===== config.mk =====
export PLATFORM = sky130hd
export DESIGN_NAME = endian_byte_lane_steering
export DESIGN_NICKNAME = d
export VERILOG_FILES = /design/src/endian_byte_lane_steering.v /design/src/lane_fifo.v
export VERILOG_INCLUDE_DIRS = /design/src
export SDC_FILE = /design/constraint.sdc
export NUM_CORES = 1
export LEC_CHECK = 0
export BUFFER_PORTS_ARGS = -buffer_cell sky130_fd_sc_hd__buf_4
export CAP_MARGIN = 20
export CELL_PAD_IN_SITES_DETAIL_PLACEMENT = 1
export CELL_PAD_IN_SITES_GLOBAL_PLACEMENT = 1
export CORE_UTILIZATION = 40
export CTS_CLUSTER_DIAMETER = 30
export DETAILED_ROUTE_END_ITERATION = 8
export PLACE_DENSITY = 0.76
export SLEW_MARGIN = 20
export SYNTH_ARGS = -nofsm -noshare
export SYNTH_HDL_FRONTEND = slang
export SYNTH_SLANG_ARGS = --single-unit

===== constraint.sdc =====
create_clock -name clk -period 4.2 [get_ports clk]
set_input_delay 0.42 -clock clk [delete_from_list [all_inputs] [get_ports clk]]
set_output_delay 0.42 -clock clk [all_outputs]
set_load 0.005 [all_outputs]

===== src/lane_steer_map.vh =====
// Address map, field positions, reset values and sizes for the byte-lane steering block
`ifndef LANE_STEER_MAP_VH
`define LANE_STEER_MAP_VH

// Host bus byte addresses and word addresses
`define CFG_ADDR 8'hB7
`define LANE_SWITCH_ADDR 8'hB9
`define WAKE_HI_ADDR 8'h24
`define WAKE_LO_ADDR 8'h25
`define WAKE_PAIR_WORD 7'h12
`define RX_FIFO_WORD 7'h18

// Fields of the CPU bus configuration register, upper lane offset and reset values
`define CFG_ENDIAN_BIT 0
`define CFG_STATE_BIT 7
`define CFG_RESET 8'h00
`define UPPER_LANE_LSB 8
`define WAKE_RESET 16'h0000

// Buffer shape
`define FIFO_DEPTH 8
`define FIFO_AW 3
`define FIFO_CW 4

// Constant lane values
`define BYTE_ZERO 8'h00
`define WORD_ZERO 16'h0000

`endif


===== src/endian_byte_lane_steering.v =====
// Byte-lane steering between internal bus, disk data bus and host CPU bus
`timescale 1ns/1ns
`include "lane_steer_map.vh"

// Function
// - Internal bus first byte sits on 15:8
// - Disk bus first byte sits on 7:0
// - Swap 0: DMA words pass straight through
// - Swap 1: DMA exchanges upper and lower bytes
// - Data register read lanes follow swap setting
// - Data register write lanes follow swap setting
// - Burst data write: first byte low unless swapped
// - Auto status: none for data, task-file read
// - Task-file read copies low byte twice
// - Task-file writes drive data on the low byte and zero on the upper byte
// - Host bus starts big-endian, even on upper
// - Read of switch address sets host lanes from endian bit
// - Earlier FIFO byte on lane per endianness
// - Little-endian swaps halves of register pairs
module endian_byte_lane_steering (
  input wire clk,
  input wire rst,
  input wire ce,
  // Host CPU bus
  input wire [7:0] host_addr,
  input wire [1:0] host_be,
  input wire host_wr,
  input wire host_rd,
  input wire [15:0] host_data_bus_in,
  output wire [15:0] host_data_bus_out,
  // Received byte pairs, first byte on 15:8
  input wire [15:0] rx_word,
  input wire rx_valid,
  output wire rx_ready,
  // Internal bus, DMA towards the disk
  input wire [15:0] int_wr_data,
  input wire int_wr_valid,
  output wire int_wr_ready,
  // Internal bus, DMA from the disk
  output wire [15:0] int_rd_data,
  output wire int_rd_valid,
  // Disk port control
  input wire disk_swap,
  input wire disk_task_file,
  input wire disk_dma_launch,
  input wire disk_dma_to_disk,
  input wire disk_dma_take,
  input wire disk_dma_read_strobe,
  input wire disk_single_read_cmd,
  input wire disk_single_write_cmd,
  input wire auto_status_fetch_enable,
  input wire auto_status_fetch,
  input wire disk_burst_write_cmd,
  input wire [7:0] disk_burst_write_value,
  input wire [7:0] disk_write_value_byte0,
  input wire [7:0] disk_write_value_byte1,
  output wire [7:0] disk_read_value_byte0,
  output wire [7:0] disk_read_value_byte1,
  // Disk data bus, two-way
  input wire [15:0] disk_data_bus_in,
  output wire [15:0] disk_data_bus_out,
  output wire disk_data_bus_oe_n,
  output wire disk_wr_strobe,
  output wire disk_rd_strobe
);

  // Host side state
  reg cpu_endian_r; // Endian request bit written by software
  reg lanes_le_r; // Lanes reversed, little-endian in force
  reg [15:0] wake_r; // Wakeup timer pair, high byte at 15:8
  reg [15:0] host_out_r; // Host read data
  // Disk side state
  reg [7:0] rd_val0_r;
  reg [7:0] rd_val1_r;
  reg [15:0] disk_out_r;
  reg disk_oe_n_r;
  reg disk_wr_r;
  reg disk_rd_r;
  reg [7:0] burst_first_r; // First byte of a burst word
  reg burst_half_r; // First byte held, waiting for second
  reg [15:0] int_rd_r;
  reg int_rd_valid_r;

  // FIFO wires
  wire [15:0] dma_word;
  wire dma_valid;
  wire dma_pop;
  wire [15:0] rx_head;
  wire rx_head_valid;
  wire rx_pop;

  // Lane byte addresses for the current access
  wire [6:0] word_addr = host_addr[7:1];
  wire [7:0] up_addr = {word_addr, lanes_le_r};
  wire [7:0] lo_addr = {word_addr, ~lanes_le_r};
  wire up_hit = host_be[1];
  wire lo_hit = host_be[0];
  wire rx_word_hit = (word_addr == `RX_FIFO_WORD);

  assign host_data_bus_out = host_out_r;
  assign int_rd_data = int_rd_r;
  assign int_rd_valid = int_rd_valid_r;
  assign disk_read_value_byte0 = rd_val0_r;
  assign disk_read_value_byte1 = rd_val1_r;
  assign disk_data_bus_out = disk_out_r;
  assign disk_data_bus_oe_n = disk_oe_n_r;
  assign disk_wr_strobe = disk_wr_r;
  assign disk_rd_strobe = disk_rd_r;

  // Exchange the two bytes of a word
  function [15:0] byte_exchange;
    input [15:0] w;
    begin
      byte_exchange = {w[7:0], w[15:8]};
    end
  endfunction

  // Register pairs trade addresses of their halves when little-endian
  function [7:0] pair_map;
    input [7:0] a;
    input le;
    begin
      if (le && (a[7:1] == `WAKE_PAIR_WORD))
        pair_map = {a[7:1], ~a[0]};
      else
        pair_map = a;
    end
  endfunction

  // Byte readable at a given byte address
  function [7:0] reg_byte;
    input [7:0] a;
    input endian_bit;
    input le;
    input [15:0] wake;
    reg [7:0] cfg;
    begin
      cfg = `BYTE_ZERO;
      cfg[`CFG_ENDIAN_BIT] = endian_bit;
      cfg[`CFG_STATE_BIT] = le;
      case (a)
        `CFG_ADDR: reg_byte = cfg;
        `WAKE_HI_ADDR: reg_byte = wake[15:8];
        `WAKE_LO_ADDR: reg_byte = wake[7:0];
        default: reg_byte = `BYTE_ZERO;
      endcase
    end
  endfunction

  wire [7:0] up_phys = pair_map(up_addr, lanes_le_r);
  wire [7:0] lo_phys = pair_map(lo_addr, lanes_le_r);
  // The switch fires on a read touching the switch byte on either lane
  wire switch_rd = host_rd & ((up_hit & (up_addr == `LANE_SWITCH_ADDR)) |
                              (lo_hit & (lo_addr == `LANE_SWITCH_ADDR)));

  // Received pairs pop on a host read of the FIFO word
  assign rx_pop = host_rd & rx_word_hit & rx_head_valid;

  // Buffer of received byte pairs for the host
  lane_fifo #(
    .WIDTH(16),
    .DEPTH(`FIFO_DEPTH),
    .AW(`FIFO_AW),
    .CW(`FIFO_CW)
  ) u_rx_fifo (
    .clk(clk),
    .rst(rst),
    .ce(ce),
    .in_data(rx_word),
    .in_valid(rx_valid),
    .in_ready(rx_ready),
    .out_data(rx_head),
    .out_valid(rx_head_valid),
    .out_ready(rx_pop)
  );

  // Host register writes, lane switch and read data
  always @(posedge clk)
  begin
    if (rst)
    begin
      cpu_endian_r <= 1'b0;
      lanes_le_r <= 1'b0;
      wake_r <= `WAKE_RESET;
      host_out_r <= `WORD_ZERO;
    end
    else if (ce)
    begin
      if (host_wr)
      begin
        // Before the switch a little-endian CPU lands here via the other lane
        if (up_hit && (up_phys == `CFG_ADDR))
          cpu_endian_r <= host_data_bus_in[`UPPER_LANE_LSB + `CFG_ENDIAN_BIT];
        if (lo_hit && (lo_phys == `CFG_ADDR))
          cpu_endian_r <= host_data_bus_in[`CFG_ENDIAN_BIT];
        if (up_hit && (up_phys == `WAKE_HI_ADDR))
          wake_r[15:8] <= host_data_bus_in[15:8];
        if (up_hit && (up_phys == `WAKE_LO_ADDR))
          wake_r[7:0] <= host_data_bus_in[15:8];
        if (lo_hit && (lo_phys == `WAKE_HI_ADDR))
          wake_r[15:8] <= host_data_bus_in[7:0];
        if (lo_hit && (lo_phys == `WAKE_LO_ADDR))
          wake_r[7:0] <= host_data_bus_in[7:0];
      end
      // Lanes follow the endian bit only at the switch read
      if (switch_rd)
        lanes_le_r <= cpu_endian_r;
      if (host_rd)
      begin
        if (rx_word_hit)
        begin
          // Earlier byte goes to the lane holding the even address
          if (!rx_head_valid)
            host_out_r <= `WORD_ZERO;
          else if (lanes_le_r)
            host_out_r <= byte_exchange(rx_head);
          else
            host_out_r <= rx_head;
        end
        else
        begin
          host_out_r[15:8] <= up_hit ? reg_byte(up_phys, cpu_endian_r, lanes_le_r, wake_r)
                                     : `BYTE_ZERO;
          host_out_r[7:0] <= lo_hit ? reg_byte(lo_phys, cpu_endian_r, lanes_le_r, wake_r)
                                    : `BYTE_ZERO;
        end
      end
    end
  end

  // Words from the internal bus wait here for the disk to take them
  assign dma_pop = disk_dma_launch & disk_dma_to_disk & disk_dma_take & dma_valid;

  lane_fifo #(
    .WIDTH(16),
    .DEPTH(`FIFO_DEPTH),
    .AW(`FIFO_AW),
    .CW(`FIFO_CW)
  ) u_dma_fifo (
    .clk(clk),
    .rst(rst),
    .ce(ce),
    .in_data(int_wr_data),
    .in_valid(int_wr_valid),
    .in_ready(int_wr_ready),
    .out_data(dma_word),
    .out_valid(dma_valid),
    .out_ready(dma_pop)
  );

  // Disk side: DMA steering and register access steering
  always @(posedge clk)
  begin
    if (rst)
    begin
      rd_val0_r <= `BYTE_ZERO;
      rd_val1_r <= `BYTE_ZERO;
      disk_out_r <= `WORD_ZERO;
      disk_oe_n_r <= 1'b1;
      disk_wr_r <= 1'b0;
      disk_rd_r <= 1'b0;
      burst_first_r <= `BYTE_ZERO;
      burst_half_r <= 1'b0;
      int_rd_r <= `WORD_ZERO;
      int_rd_valid_r <= 1'b0;
    end
    else if (ce)
    begin
      // Drive and strobes last one cycle unless renewed
      disk_oe_n_r <= 1'b1;
      disk_wr_r <= 1'b0;
      disk_rd_r <= 1'b0;
      int_rd_valid_r <= 1'b0;
      if (disk_dma_launch)
      begin
        // DMA owns the port; register commands are ignored
        if (dma_pop)
        begin
          disk_out_r <= disk_swap ? byte_exchange(dma_word) : dma_word;
          disk_oe_n_r <= 1'b0;
          disk_wr_r <= 1'b1;
        end
        if (!disk_dma_to_disk && disk_dma_read_strobe)
        begin
          // Disk low byte is first, internal high byte is first
          int_rd_r <= disk_swap ? byte_exchange(disk_data_bus_in)
                                : disk_data_bus_in;
          int_rd_valid_r <= 1'b1;
        end
      end
      else if (disk_single_read_cmd ||
               (auto_status_fetch_enable && auto_status_fetch && disk_task_file))
      begin
        // Auto status on the data register does nothing
        disk_rd_r <= 1'b1;
        if (disk_task_file)
        begin
          rd_val0_r <= disk_data_bus_in[7:0];
          rd_val1_r <= disk_data_bus_in[7:0];
        end
        else if (disk_swap)
        begin
          rd_val1_r <= disk_data_bus_in[15:8];
          rd_val0_r <= disk_data_bus_in[7:0];
        end
        else
        begin
          rd_val0_r <= disk_data_bus_in[15:8];
          rd_val1_r <= disk_data_bus_in[7:0];
        end
      end
      else if (disk_single_write_cmd)
      begin
        disk_oe_n_r <= 1'b0;
        disk_wr_r <= 1'b1;
        if (disk_task_file)
          disk_out_r <= {`BYTE_ZERO, disk_swap ? disk_write_value_byte0
                                               : disk_write_value_byte1};
        else if (disk_swap)
          disk_out_r <= {disk_write_value_byte1, disk_write_value_byte0};
        else
          disk_out_r <= {disk_write_value_byte0, disk_write_value_byte1};
      end
      else if (disk_burst_write_cmd)
      begin
        if (disk_task_file)
        begin
          // Task file takes every burst byte on the low lane
          disk_out_r <= {`BYTE_ZERO, disk_burst_write_value};
          disk_oe_n_r <= 1'b0;
          disk_wr_r <= 1'b1;
        end
        else if (!burst_half_r)
        begin
          // Hold the first byte until its partner arrives
          burst_first_r <= disk_burst_write_value;
          burst_half_r <= 1'b1;
        end
        else
        begin
          if (disk_swap)
            disk_out_r <= {burst_first_r, disk_burst_write_value};
          else
            disk_out_r <= {disk_burst_write_value, burst_first_r};
          burst_half_r <= 1'b0;
          disk_oe_n_r <= 1'b0;
          disk_wr_r <= 1'b1;
        end
      end
    end
  end

endmodule


===== src/lane_fifo.v =====
// Small FIFO with registered read data and valid/ready on both sides
`timescale 1ns/1ns

module lane_fifo #(
  parameter WIDTH = 16,
  parameter DEPTH = 8,
  parameter AW = 3,
  parameter CW = 4
) (
  input wire clk,
  input wire rst,
  input wire ce,
  input wire [WIDTH-1:0] in_data,
  input wire in_valid,
  output wire in_ready,
  output wire [WIDTH-1:0] out_data,
  output wire out_valid,
  input wire out_ready
);

  localparam [CW-1:0] DEPTH_C = DEPTH; // Entry count at full
  localparam [CW-1:0] ONE_C = 1;

  reg [WIDTH-1:0] mem [0:DEPTH-1]; // Storage array
  reg [AW-1:0] wp_r; // Write pointer
  reg [AW-1:0] rp_r; // Read pointer
  reg [CW-1:0] cnt_r; // Words held in the array
  reg [CW-1:0] cnt_nxt;
  reg [WIDTH-1:0] out_data_r; // Head word, always from a register
  reg out_valid_r;
  reg in_ready_r; // Registered so the ready port comes from a flop

  wire push = in_valid & in_ready_r & ce;
  wire pop = out_valid_r & out_ready & ce;
  wire load = ~out_valid_r | pop;
  wire empty = (cnt_r == {CW{1'b0}});
  wire bypass = load & empty & push; // Straight to the head stage
  wire mem_wr = push & ~bypass;
  wire mem_rd = load & ~empty & ce;

  assign in_ready = in_ready_r;
  assign out_data = out_data_r;
  assign out_valid = out_valid_r;

  // Next fill level of the array
  always @*
  begin
    cnt_nxt = cnt_r;
    if (mem_wr & ~mem_rd)
      cnt_nxt = cnt_r + ONE_C;
    else if (mem_rd & ~mem_wr)
      cnt_nxt = cnt_r - ONE_C;
  end

  // Array writes carry no reset, only the data path
  always @(posedge clk)
  begin
    if (mem_wr)
      mem[wp_r] <= in_data;
  end

  // Pointers, level, head stage and ready flag
  always @(posedge clk)
  begin
    if (rst)
    begin
      wp_r <= {AW{1'b0}};
      rp_r <= {AW{1'b0}};
      cnt_r <= {CW{1'b0}};
      out_data_r <= {WIDTH{1'b0}};
      out_valid_r <= 1'b0;
      in_ready_r <= 1'b0;
    end
    else if (ce)
    begin
      cnt_r <= cnt_nxt;
      in_ready_r <= (cnt_nxt < DEPTH_C);
      if (mem_wr)
        wp_r <= wp_r + 1'b1;
      if (mem_rd)
      begin
        // Refill head from the oldest stored word
        out_data_r <= mem[rp_r];
        rp_r <= rp_r + 1'b1;
        out_valid_r <= 1'b1;
      end
      else if (bypass)
      begin
        // Empty array: new word goes straight to the head
        out_data_r <= in_data;
        out_valid_r <= 1'b1;
      end
      else if (load)
        out_valid_r <= 1'b0;
    end
  end

endmodule


; ---- After elaboration in Yosys (flattened, before gate mapping)
; Memory sizes are Yosys's and may differ from the RTL's. A register that Yosys moved wholly into a read port is not among the register bits.
; Cells that the tools add are included.
[totals]
ff_bits = 151
ramBits = 256
input_bits = 116
output_inout_bits = 70
elab_cells = 213
memories = 2
[op_classes]
n_addsub = 8
magnitude_cmp = 2
eq_ne = 12
muxes = 72
bitwise_logic = 49
reduce_logical = 41
[mem_list]
columns = name, words, width, rd, rd_ports_with_merged_regs, write_ports, line_no
row1 = u_dma_fifo.mem, 8, 16, 1, 1, 1, lane_fifo.v:24  ; reg [WIDTH-1:0] mem [0:DEPTH-1];
row2 = u_rx_fifo.mem, 8, 16, 1, 1, 1, lane_fifo.v:24
[op_table]
columns = operator, n
row1 = $mux 16, 19
row2 = $mux 8, 11
row3 = $pmux 8 s3, 2
row4 = $eq 8x6->1 const B, 4
row5 = $eq 8x8->1 const B, 4
row6 = $mux 1, 32
row7 = $and 1x1->1, 30
row8 = $reduce_and 2->1, 10
row9 = $mux 4, 4
row10 = $not 1->1, 16
row11 = $reduce_and 3->1, 5
row12 = $eq 7x5->1 const B, 2
row13 = $add 3x1->3 const B, 4
row14 = $mux 3, 4
row15 = $logic_and 1x1->1, 10
row16 = $reduce_bool 2->1, 5
row17 = $reduce_bool 3->1, 3
row18 = $add 4x1->4 const B, 2
row19 = $logic_not 4->1, 2
row20 = $lt 4x4->1 const B, 2
row21 = $sub 4x1->4 const B, 2
row22 = $reduce_and 7->1, 1
row23 = $reduce_and 6->1, 1
row24 = $reduce_and 5->1, 1
row25 = 6 further kinds, 8

; ---- Longest topological paths before layout
; Gate-level depths: netlist of the first run.
[logic_depth]
ltp_word = 15
depth_mapped = 12
depth_no_buf = 11

; ---- Hierarchy
; A second synthesis of the first run with hierarchy kept.
[unflattened]
cells_unflattened = 1237
hier_area_um2 = 17544.3
[by_module_without_submodules]
columns = mod, n_inst, cells_each, area_per_inst_um2, seq_area_each_um2
row1 = lane_fifo, 2, 343, 6292.3, 4464.3
row2 = endian_byte_lane_steering, 1, 551, 4959.8, 1901.8

; ---- Least setup slack after synthesis of the first run
; OpenSTA, ideal clock, no wires.
[synth_timing]
path_kind = input port to flip-flop
startpoint = input port ce
endpoint = memory u_rx_fifo.mem[1][0] (enable)
setup_ns = 0.409
arrival_ns = 2.806
required_time_ns = 3.791
slack_ns = 0.985
cell_stages = 7
n_path_buf = 4
cell_sequence = buf_2 buf_2 and3_1 clkbuf_1 clkbuf_1 o211ai_1 nor3_1
[synth_between]
elab_chain_len = 8
word_cells_on_any_way = 9
cone_classes = mux: 2 / bitwise: 7
[synth_lines]
columns = element, line_no
row1 = start: declaration, endian_byte_lane_steering.v:23  ; input wire ce,
row2 = $and 1x1->1, lane_fifo.v:34  ; wire pop = out_valid_r & out_ready & ce;
row3 = $or 1x1->1, lane_fifo.v:35  ; wire load = ~out_valid_r | pop;
row4 = $and 1x1->1 (2 in a row), lane_fifo.v:37  ; wire bypass = load & empty & push;
row5 = $not 1->1, lane_fifo.v:38  ; wire mem_wr = push & ~bypass;
row6 = $and 1x1->1 (*), lane_fifo.v:38
row7 = $mux 1 (*), lane_fifo.v:58  ; if (mem_wr)
row8 = $mux 1 (not written as such) (*), lane_fifo.v:59  ; mem[wp_r] <= in_data;
row9 = end: declaration, lane_fifo.v:24
; Every way passes the cells marked *; elsewhere a longest branch is shown, timed or not.

==> results of run 1 <==
-- cells in the mapped netlist, types with 3 or more instances --
cell type,instances
nand2b_1,10
a22oi_1,9
o31ai_1,8
o22ai_1,16
a311oi_1,33
nand2_1,33
buf_1,9
ha_1,13
nor3b_1,7
a21oi_1,26
o21a_1,9
a31oi_1,4
mux2_2,49
inv_1,20
o211ai_1,6
clkbuf_1,61
nand4_1,3
nor3_1,35
nand3_1,26
edfxtp_1,256
a211oi_1,55
nor2_1,98
a211o_1,10
a32oi_1,13
or3_1,4
or4_1,3
mux4_2,72
or2_2,3
dfxtp_1,157
nor2b_1,5
mux2i_1,92
o21ai_0,41
buf_2,21
-- final timing paths --
path / startpoint / endpoint / slack [ns] / depth (start not counted)
min: int_wr_data[15] / u_dma_fifo.mem[0][15] / 0.03 / 1
max: u_rx_fifo.cnt_r[0] / register / 1.03 / 11
max reg2reg: u_rx_fifo.cnt_r[0] / register / 1.03 / 11
min reg2reg: wake_r[4] / wake_r[4] / 0.50 / 2
-- placed cells by master (no fill, tap or decap), drive strengths merged, types with 36 or more instances in the layout --
master,Yosys,final
edfxtp,256,256
buf,32,218
mux2,49,49
clkbuf,61,99
a211oi,57,57
nor2,98,98
o21ai,41,41
nor3,37,37
dfxtp,157,157
mux4,72,72
clkinv,1,36
mux2i,92,92
-- layout make-up --
| type | count | area share |
|---|---|---|
| repair buffers | 219 | 0.0729 |
| multi-input cells | 730 | 0.279 |
| clock inverters | 67 | 0.0402 |
| inverters | 22 | 0.00360 |
| well taps | 585 | 0.0319 |
| flip-flops and latches | 413 | 0.472 |
| clock buffers | 99 | 0.100 |
-- state kept, by name, indices dropped and copies added (netlist names), 3 cells and up, named ones only --
register and flops:
u_rx_fifo.rp_r 3, wake_r 16, host_data_bus_out 16, u_dma_fifo.mem 128, u_dma_fifo.cnt_r 4, u_rx_fifo.wp_r 3
u_rx_fifo.cnt_r 3, u_rx_fifo.mem 128, u_dma_fifo.wp_r 3, burst_first_r 8, disk_read_value_byte1 8, u_dma_fifo.out_data 16
disk_data_bus_out 16, disk_read_value_byte0 8, u_dma_fifo.rp_r 3, u_rx_fifo.out_data 16, int_rd_data 16
-- power groups by stage --
stage	Clock, uW	Combinational, uW	Sequential (uW)
floorplan	0	243	4460
global placement	0	483	4480
detailed placement	0	497	4480
CTS	7460	508	4400
global route	7650	546	4410
finish	7350	506	4410
-- cell families (layout without fill, tap and decap cells) --
| kind of cell | after synthesis | after routing | share of synthesized area |
|---|---|---|---|
| AO/OA/AOI/OAI | 252 | 252 | 0.103 |
| XOR/XNOR | 2 | 2 | 0.000993 |
| adder cells (fa/ha/maj) | 13 | 13 | 0.00922 |
| buffers and inverters | 115 | 407 | 0.0266 |
| flip-flops | 413 | 413 | 0.614 |
| multiplexers | 213 | 213 | 0.175 |
| AND/OR/NAND/NOR | 250 | 250 | 0.0712 |
-- routing by layer --
layer | track usage | vias to the layer above | wire [um]
met5 | 0 | - | 0
met4 | 0.0880 | 0 | 1410
met3 | 0.0504 | 106 | 2500
met2 | 0.385 | 340 | 25700
met1 | 0.277 | 6165 | 20600
li1 | - | 5444 | -
-- metrics by stage --
| stage | setup slack [ns] | hold WS (ns) | std cells |
|---|---|---|---|
| after floorplan | 0.985 | 0.453 | 1258 |
| after global placement | 1.03 | 0.457 | 1968 |
| after CTS | 1.09 | 0.00116 | 2135 |
| after detailed placement | 0.959 | 0.489 | 1968 |
| after global routing | 0.801 | 0.0150 | 2135 |
| final | 1.03 | 0.0337 | 2135 |
==> results.py, run 1 <==
metrics = {
    "setup_path": {
        "required_ns": 4.72,
        "start_kind": "register",
        "crit_top_cell": "ha_1",
        "crit_slowest_cell": "dfxtp_1",
        "crit_path_max_fanout": 23,
        "endpoint_kind": "register",
        "crit_chain": "inv_1, ha_1, nor3b_2, buf_4, nor2_1, inv_2, ha_1, nand2b_1, o41ai_1, a222oi_1, a211oi_1",
        "crit_arrival_ns": 3.69,
        "max_stage_delay_ns": 0.42,
        "crit_family": "compound AO/OA/AOI/OAI gates",
        "path_buf_inv": 3,
        "criticalPathCategory": "reg -> reg",
    },
    "placed_design": {
        "gp_congestion": 0.834,
        "placed_cell_area_um2": 19700,
        "hpwl_um": 30500,
        "portBuffers": 184,
    },
    "drt": {
        "final_antenna_net_count": 0,
        "via_per_inst": 5.65,
        "routed_wl_um": 50200,
        "drtPass1Iterations": 4,
        "vias": 12100,
        "drc": 0,
        "drt_iter0_markers": 763,
        "wl_per_cell_um": 23.5,
    },
    "global_route": {
        "antenna_found_initial": 0,
        "grt_pass1_wl_um": 76700,
        "grt_pass1_vias": 13000,
        "grtUsageTotal": 0.226,
        "grt-ovfl-total": 0,
        "grt_max_degree": 57,
    },
    "floorplan": {
        "die_y_um": 212,
        "die_area_um2": 45000,
        "initial_utilization": 0.408,
        "rows": 76,
        "io-pin-count": 186,
        "coreArea_um2": 43300,
        "die_w_um": 212,
    },
    "job": {
        "cap_violations": 0,
    },
    "sta": {
        "setup_violations": 0,
        "skew_ns": 0.0430,
        "hold_viol": 0,
        "tightestPinTransition_ns": 1.10,
        "rsz0062_at_grt": "false",
        "finalSetupTns_ns": 0,
        "relSlewSlack": 0.264,
        "min_period_over_period": 0.754,
        "fin_crit_ns": 3.17,
        "report.final.slew_viol_count": 0,
        "fmax_ghz": 0.316,
    },
    "synth": {
        "synth-edff-count": 256,
        "ys_ff_latch": 413,
        "syn-cell-area_um2": 17600,
        "synthArstFlopShare": 0,
        "synth_cell_types": 70,
        "yosys.area.top_type": "edfxtp_1",
        "synth_ff_type": "edfxtp_1",
        "yosys-top-cells-area": "edfxtp_1, dfxtp_1, mux4_2",
        "ys_warn_count": 0,
        "yosysTopAreaCellShare": 0.436,
        "seq_area_frac_synth": 0.614,
        "syn_inst": 1258,
        "syn_avg_cell_area_um2": 14.0,
        "synth_fp_nets": 1387,
    },
    "power_and_ir_drop": {
        "power_density_nw_per_um2": 534,
        "finalPower_uw": 12300,
        "p_comb_frac": 0.041,
        "p_sw_frac": 0.225,
        "p_int_uw": 9510,
        "power_frac_clock": 0.599,
        "p_switching_uw": 2750,
        "seqPwrFrac": 0.359,
        "p_leak_uw": 0.00797,
        "ir_drop_v": 0.000397,
    },
    "worst_hold_path": {
        "hold_class": "in -> reg",
    },
    "cells_and_area": {
        "drive_gt1_frac": 0.341,
        "area_growth_pct": 30.0,
        "fin_util": 0.530,
        "regArea_um2": 10800,
        "n_fill_cell": 4221,
        "n_antenna_cell": 0,
        "fin_nets": 1603,
        "final_cell_area_um2": 22900,
        "multi_input_area_um2": 6400,
    },
    "clock_network": {
        "clock_latency_ns": 0.64,
        "cts_hold_buffers": 1,
        "cts_max_level": 3,
        "clockBufferDepth": 3,
        "cts_tree": "built",
        "cts_resized": 0,
        "root_buffer": "clkbuf_16",
        "cts.sinks": 413,
        "clk_pin_slew_ns": 0.05,
        "post-cts-setup-buffers": 0,
        "cts_buffers": 88,
    },
    "run_status": {
        "outcome": "finished, final reports clean",
    },
}
No activity file was read; power rests on OpenSTA's default activity.
==> run 2: changes to the inputs <==
- PLACE_DENSITY: 0.76 -> 0.79
- clock period: 4.2 -> 2.9 ns (I/O delays scaled with it)
==> results.py, run 2 (same netlist as run 1, synthesis figures left out) <==
metrics = {
    "cells_and_area": {
        "n_fill_cell": 4156,
        "drive_gt1_frac": 0.335,
        "mostFrequentLayoutCells": "edfxtp_1, buf_4, dfxtp_1",
        "area_growth_pct": 33.6,
        "reg_top3": "u_dma_fifo.mem (128), u_rx_fifo.mem (128)",
        "mostFrequentLayoutCell": "edfxtp_1",
        "fin_nets": 1693,
    },
    "drt": {
        "drt_iter0_markers": 864,
        "vias": 12600,
        "drtPass1Iterations": 5,
        "final_antenna_net_count": 0,
        "routed_wl_um": 52200,
        "wl_per_cell_um": 23.5,
        "via_per_inst": 5.69,
        "drc": 0,
    },
    "clock_network": {
        "clock_latency_ns": 0.61,
        "clockBufferDepth": 3,
        "cts_max_level": 3,
        "post-cts-setup-buffers": 0,
        "cts_tree": "built",
        "clk_pin_slew_ns": 0.04,
        "root_buffer": "clkbuf_16",
        "cts.sinks": 413,
        "cts_buffers": 87,
    },
    "setup_path": {
        "required_ns": 3.44,
        "criticalPathCategory": "reg -> reg",
        "crit_arrival_ns": 3.32,
        "start_kind": "register",
        "endpoint_kind": "register",
        "crit_path_max_fanout": 7,
    },
    "global_route": {
        "grt-ovfl-total": 0,
        "grt_pass1_vias": 13700,
        "antenna_found_initial": 2,
        "grt_pass1_wl_um": 80100,
        "grt_max_degree": 68,
        "grtUsageTotal": 0.234,
    },
    "floorplan": {
        "die_y_um": 212,
        "io-pin-count": 186,
        "die_area_um2": 45000,
        "rows": 76,
        "die_w_um": 212,
        "initial_utilization": 0.408,
        "coreArea_um2": 43300,
    },
    "run_status": {
        "outcome": "finished, final reports clean",
    },
    "sta": {
        "skew_ns": 0.0310,
        "report.final.slew_viol_count": 0,
        "setup_violations": 0,
        "min_period_over_period": 0.962,
        "relSlewSlack": 0.360,
        "fin_crit_ns": 2.79,
        "tightestPinTransition_ns": 0.959,
        "fmax_ghz": 0.359,
        "worst_slack_ns": 0.112,
        "hold_viol": 0,
    },
    "power_and_ir_drop": {
        "power_density_nw_per_um2": 728,
        "p_leak_uw": 0.00830,
        "finalPower_uw": 17100,
        "ir_drop_v": 0.000646,
    },
    "job": {
        "cap_violations": 0,
    },
    "placed_design": {
        "pre_cts_slack_ns": -0.0757,
        "portBuffers": 184,
        "gp_congestion": 0.864,
        "hpwl_um": 30800,
    },
    "worst_hold_path": {
        "hold_class": "in -> reg",
    },
}
==> run 2: power by group <==
part / switching, uW / internal [uW] / total, uW
registers: 61.6 / 6310 / 6380
logic: 445 / 391 / 836
clock network: 3330 / 6610 / 9940
==> run 2: routing by layer <==
metal,track usage,wire length [um]
met1,0.282,20300
met3,0.0513,3180
met5,0,13
met2,0.412,27200
met4,0.0820,1520
==> run 2: metrics by stage <==
step | TNS (ns) | cell area [um^2] | hold WS [ns] | instances | util
finish | 0 | 23600 | 0.0317 | 2222 | 0.545
floorplan | 0 | 17700 | 0.389 | 1258 | -
global placement | 0 | 19900 | 0.468 | 1994 | 0.460
CTS | 0 | 23500 | 0.00351 | 2221 | 0.544
global route | -0.0648 | 23600 | 0.0230 | 2221 | 0.545
detailed placement | -0.109 | 19900 | 0.483 | 1994 | 0.460
==> run 2: final cells by class <==
type	instances	area, um^2	share of cell area
well taps	585	732	0.0311
diodes	1	2.50	0.000106
flip-flops and latches	413	10800	0.460
clock buffers	110	2410	0.102
clock inverters	51	573	0.0243
multi-input cells	730	6430	0.273
repair buffers	310	2500	0.106
inverters	22	82.6	0.00350
==> run 2: worst paths after layout <==
check,from,to,slack (ns),cells past startpoint
setup / recovery,u_rx_fifo.cnt_r[0],u_rx_fifo.in_ready,0.11,11
hold / removal,disk_data_bus_in[2],disk_read_value_byte0[2],0.03,3
setup reg to reg,u_rx_fifo.cnt_r[0],u_rx_fifo.in_ready,0.11,11
hold reg to reg,u_rx_fifo.rp_r[2],register,0.49,2
==> run 2: timing repair <==
item | 4_1_cts | 5_1_grt
hold buffers | 66 | 0
setup endpoints to repair | 2 | 37
endpoints found under the hold margin | 289 | 0
gates resized for setup | 1 | 7
==> run 2: worst max-delay path, stage by stage (launching register included) <==
cell       delay (ns)
dfxtp_1          0.38
inv_1            0.18
ha_1             0.22
or3b_2           0.51
o21ai_2          0.18
inv_1            0.06
ha_1             0.21
buf_4            0.17
nand3_1          0.10
mux2i_1          0.12
a2111oi_1        0.44
a32o_1           0.17
==> run 3: changes to the inputs <==
- CORE_UTILIZATION: 40 -> 44
- PLACE_DENSITY: 0.79 -> 0.85
==> results.py, run 3 (same netlist as run 1, synthesis figures left out) <==
metrics = {
    "setup_path": {
        "crit_chain": "inv_1, ha_1, nor3b_2, buf_4, a211oi_4, inv_1, ha_1, nand2b_1, o41a_1, or3_1, a21oi_1",
        "crit_family": "compound AO/OA/AOI/OAI gates",
        "path_buf_inv": 3,
        "start_kind": "register",
        "crit_arrival_ns": 3.32,
        "criticalPathCategory": "reg -> reg",
        "endpoint_kind": "register",
        "crit_slowest_cell": "o41a_1",
        "max_stage_delay_ns": 0.39,
        "crit_path_max_fanout": 6,
        "required_ns": 3.42,
    },
    "drt": {
        "drt_iter0_markers": 1082,
        "final_antenna_net_count": 0,
        "drtPass1Iterations": 5,
        "vias": 13400,
        "via_per_inst": 6.21,
        "dr_wl_met3_um": 4320,
        "wl_met2_um": 31500,
        "drc": 0,
        "routed_wl_um": 61600,
        "wl_per_cell_um": 28.5,
        "top_layer_used": "met4",
        "wl_met1_um": 22300,
    },
    "sta": {
        "setup_violations": 0,
        "fin_crit_ns": 2.79,
        "fmax_ghz": 0.358,
        "worst_slack_ns": 0.106,
        "relSlewSlack": 0.337,
        "rsz0062_at_grt": "false",
        "hold_viol": 0,
        "min_period_over_period": 0.963,
        "skew_ns": 0.0671,
        "report.final.slew_viol_count": 0,
        "tightestPinTransition_ns": 0.993,
    },
    "floorplan": {
        "die_y_um": 202,
        "io-pin-count": 186,
        "die_area_um2": 40900,
        "rows": 72,
        "initial_utilization": 0.451,
        "die_w_um": 202,
        "coreArea_um2": 39100,
    },
    "placed_design": {
        "placed_cell_area_um2": 19700,
        "portBuffers": 184,
        "gp_congestion": 0.841,
        "placed_cells": 1916,
        "pre_cts_slack_ns": -0.0572,
        "hpwl_um": 32500,
    },
    "clock_network": {
        "post-cts-setup-buffers": 0,
        "clock_latency_ns": 0.67,
        "clk_pin_slew_ns": 0.05,
        "root_buffer": "clkbuf_16",
        "cts_max_level": 3,
        "cts_tree": "built",
        "cts.sinks": 413,
        "cts_buffers": 90,
        "clockBufferDepth": 3,
    },
    "global_route": {
        "grt_pass1_vias": 14700,
        "grt-ovfl-total": 0,
        "antenna_found_initial": 3,
        "grtUsageTotal": 0.299,
        "grt_pass1_wl_um": 92000,
        "grt_max_degree": 48,
    },
    "cells_and_area": {
        "regArea_um2": 10800,
        "mostFrequentLayoutCell": "edfxtp_1",
        "fin_nets": 1691,
        "area_growth_pct": 34.7,
        "mostFrequentLayoutCells": "edfxtp_1, buf_4, dfxtp_1",
        "drive_gt1_frac": 0.335,
        "final_cells": 2159,
        "n_fill_cell": 3648,
        "multi_input_area_um2": 6460,
        "final_cell_area_um2": 23800,
        "reg_top3": "u_dma_fifo.mem (128), u_rx_fifo.mem (128)",
    },
    "run_status": {
        "outcome": "finished, final reports clean",
    },
    "job": {
        "cap_violations": 0,
    },
    "worst_hold_path": {
        "hold_class": "in -> reg",
    },
    "power_and_ir_drop": {
        "ir_drop_v": 0.000663,
        "p_leak_uw": 0.00837,
        "power_density_nw_per_um2": 764,
    },
}
run 3: cell types whose count changed in the layout (fill, tap and decap cells not counted), sizes merged:
cell / change
diode: +2
inv: -1
dlygate4sd3: +6
buf: -11
clkbuf: -5
bufinv: +5
clkinv: +1
clkinvlp: +7
run 3: cell type report:
type,count,share of cell area
antenna,3,0.000316
clock buffer,105,0.100
clock inverter,63,0.0366
inverter,22,0.00347
multi-input combinational,730,0.272
sequential,413,0.456
tap,518,0.0273
timing repair buffer,305,0.105
run 3: routing by layer:
layer  track usage  vias up
met2         0.517      757
met3        0.0630      205
met1         0.341     6821
li1              -     5616
met5             0        -
met4         0.177        0
run 3: what timing repair did:
| action | in CTS | in global routing |
|---|---|---|
| endpoints found under the hold margin | 289 | 0 |
| hold buffers | 72 | 0 |
| pin swaps | 0 | 1 |
| setup endpoints to repair | 1 | 6 |
| gates resized for setup | 1 | 12 |
run 3: metrics by stage:
stage | util | TNS (ns) | power [uW] | hold WS (ns)
3_5_place_dp | 0.505 | -0.0905 | 7220 | 0.492
2_1_floorplan | - | 0 | 6820 | 0.389
6_report | 0.608 | 0 | 18200 | 0.0343
5_1_grt | 0.608 | 0 | 18600 | 0.0538
4_1_cts | 0.607 | 0 | 18100 | 0.0140
3_3_place_gp | 0.505 | 0 | 7180 | 0.460
run 3: final timing paths:
path                        from                   to  slack, ns  cells after the start
max          u_dma_fifo.cnt_r[0]  u_dma_fifo.cnt_r[3]       0.11                     11
min          disk_data_bus_in[1]       int_rd_data[1]       0.03                      3
max reg2reg  u_dma_fifo.cnt_r[0]  u_dma_fifo.cnt_r[3]       0.11                     11
min reg2reg   disk_data_bus_oe_n   disk_data_bus_oe_n       0.49                      2
run 3: worst reg2reg max path, stage by stage, from the launching register on:
cell and delay, ns:
dfxtp_2 0.38, inv_1 0.10, ha_1 0.20, nor3b_2 0.16, buf_4 0.16, a211oi_4 0.26
inv_1 0.08, ha_1 0.26, nand2b_1 0.22, o41a_1 0.39, or3_1 0.33, a21oi_1 0.17
run 3: report_power, final:
| part | internal (uW) | switching [uW] | leakage (uW) |
|---|---|---|---|
| clock | 7130 | 3780 | 0.00154 |
| sequential | 6310 | 70.6 | 0.00358 |
| combinational | 396 | 481 | 0.00325 |
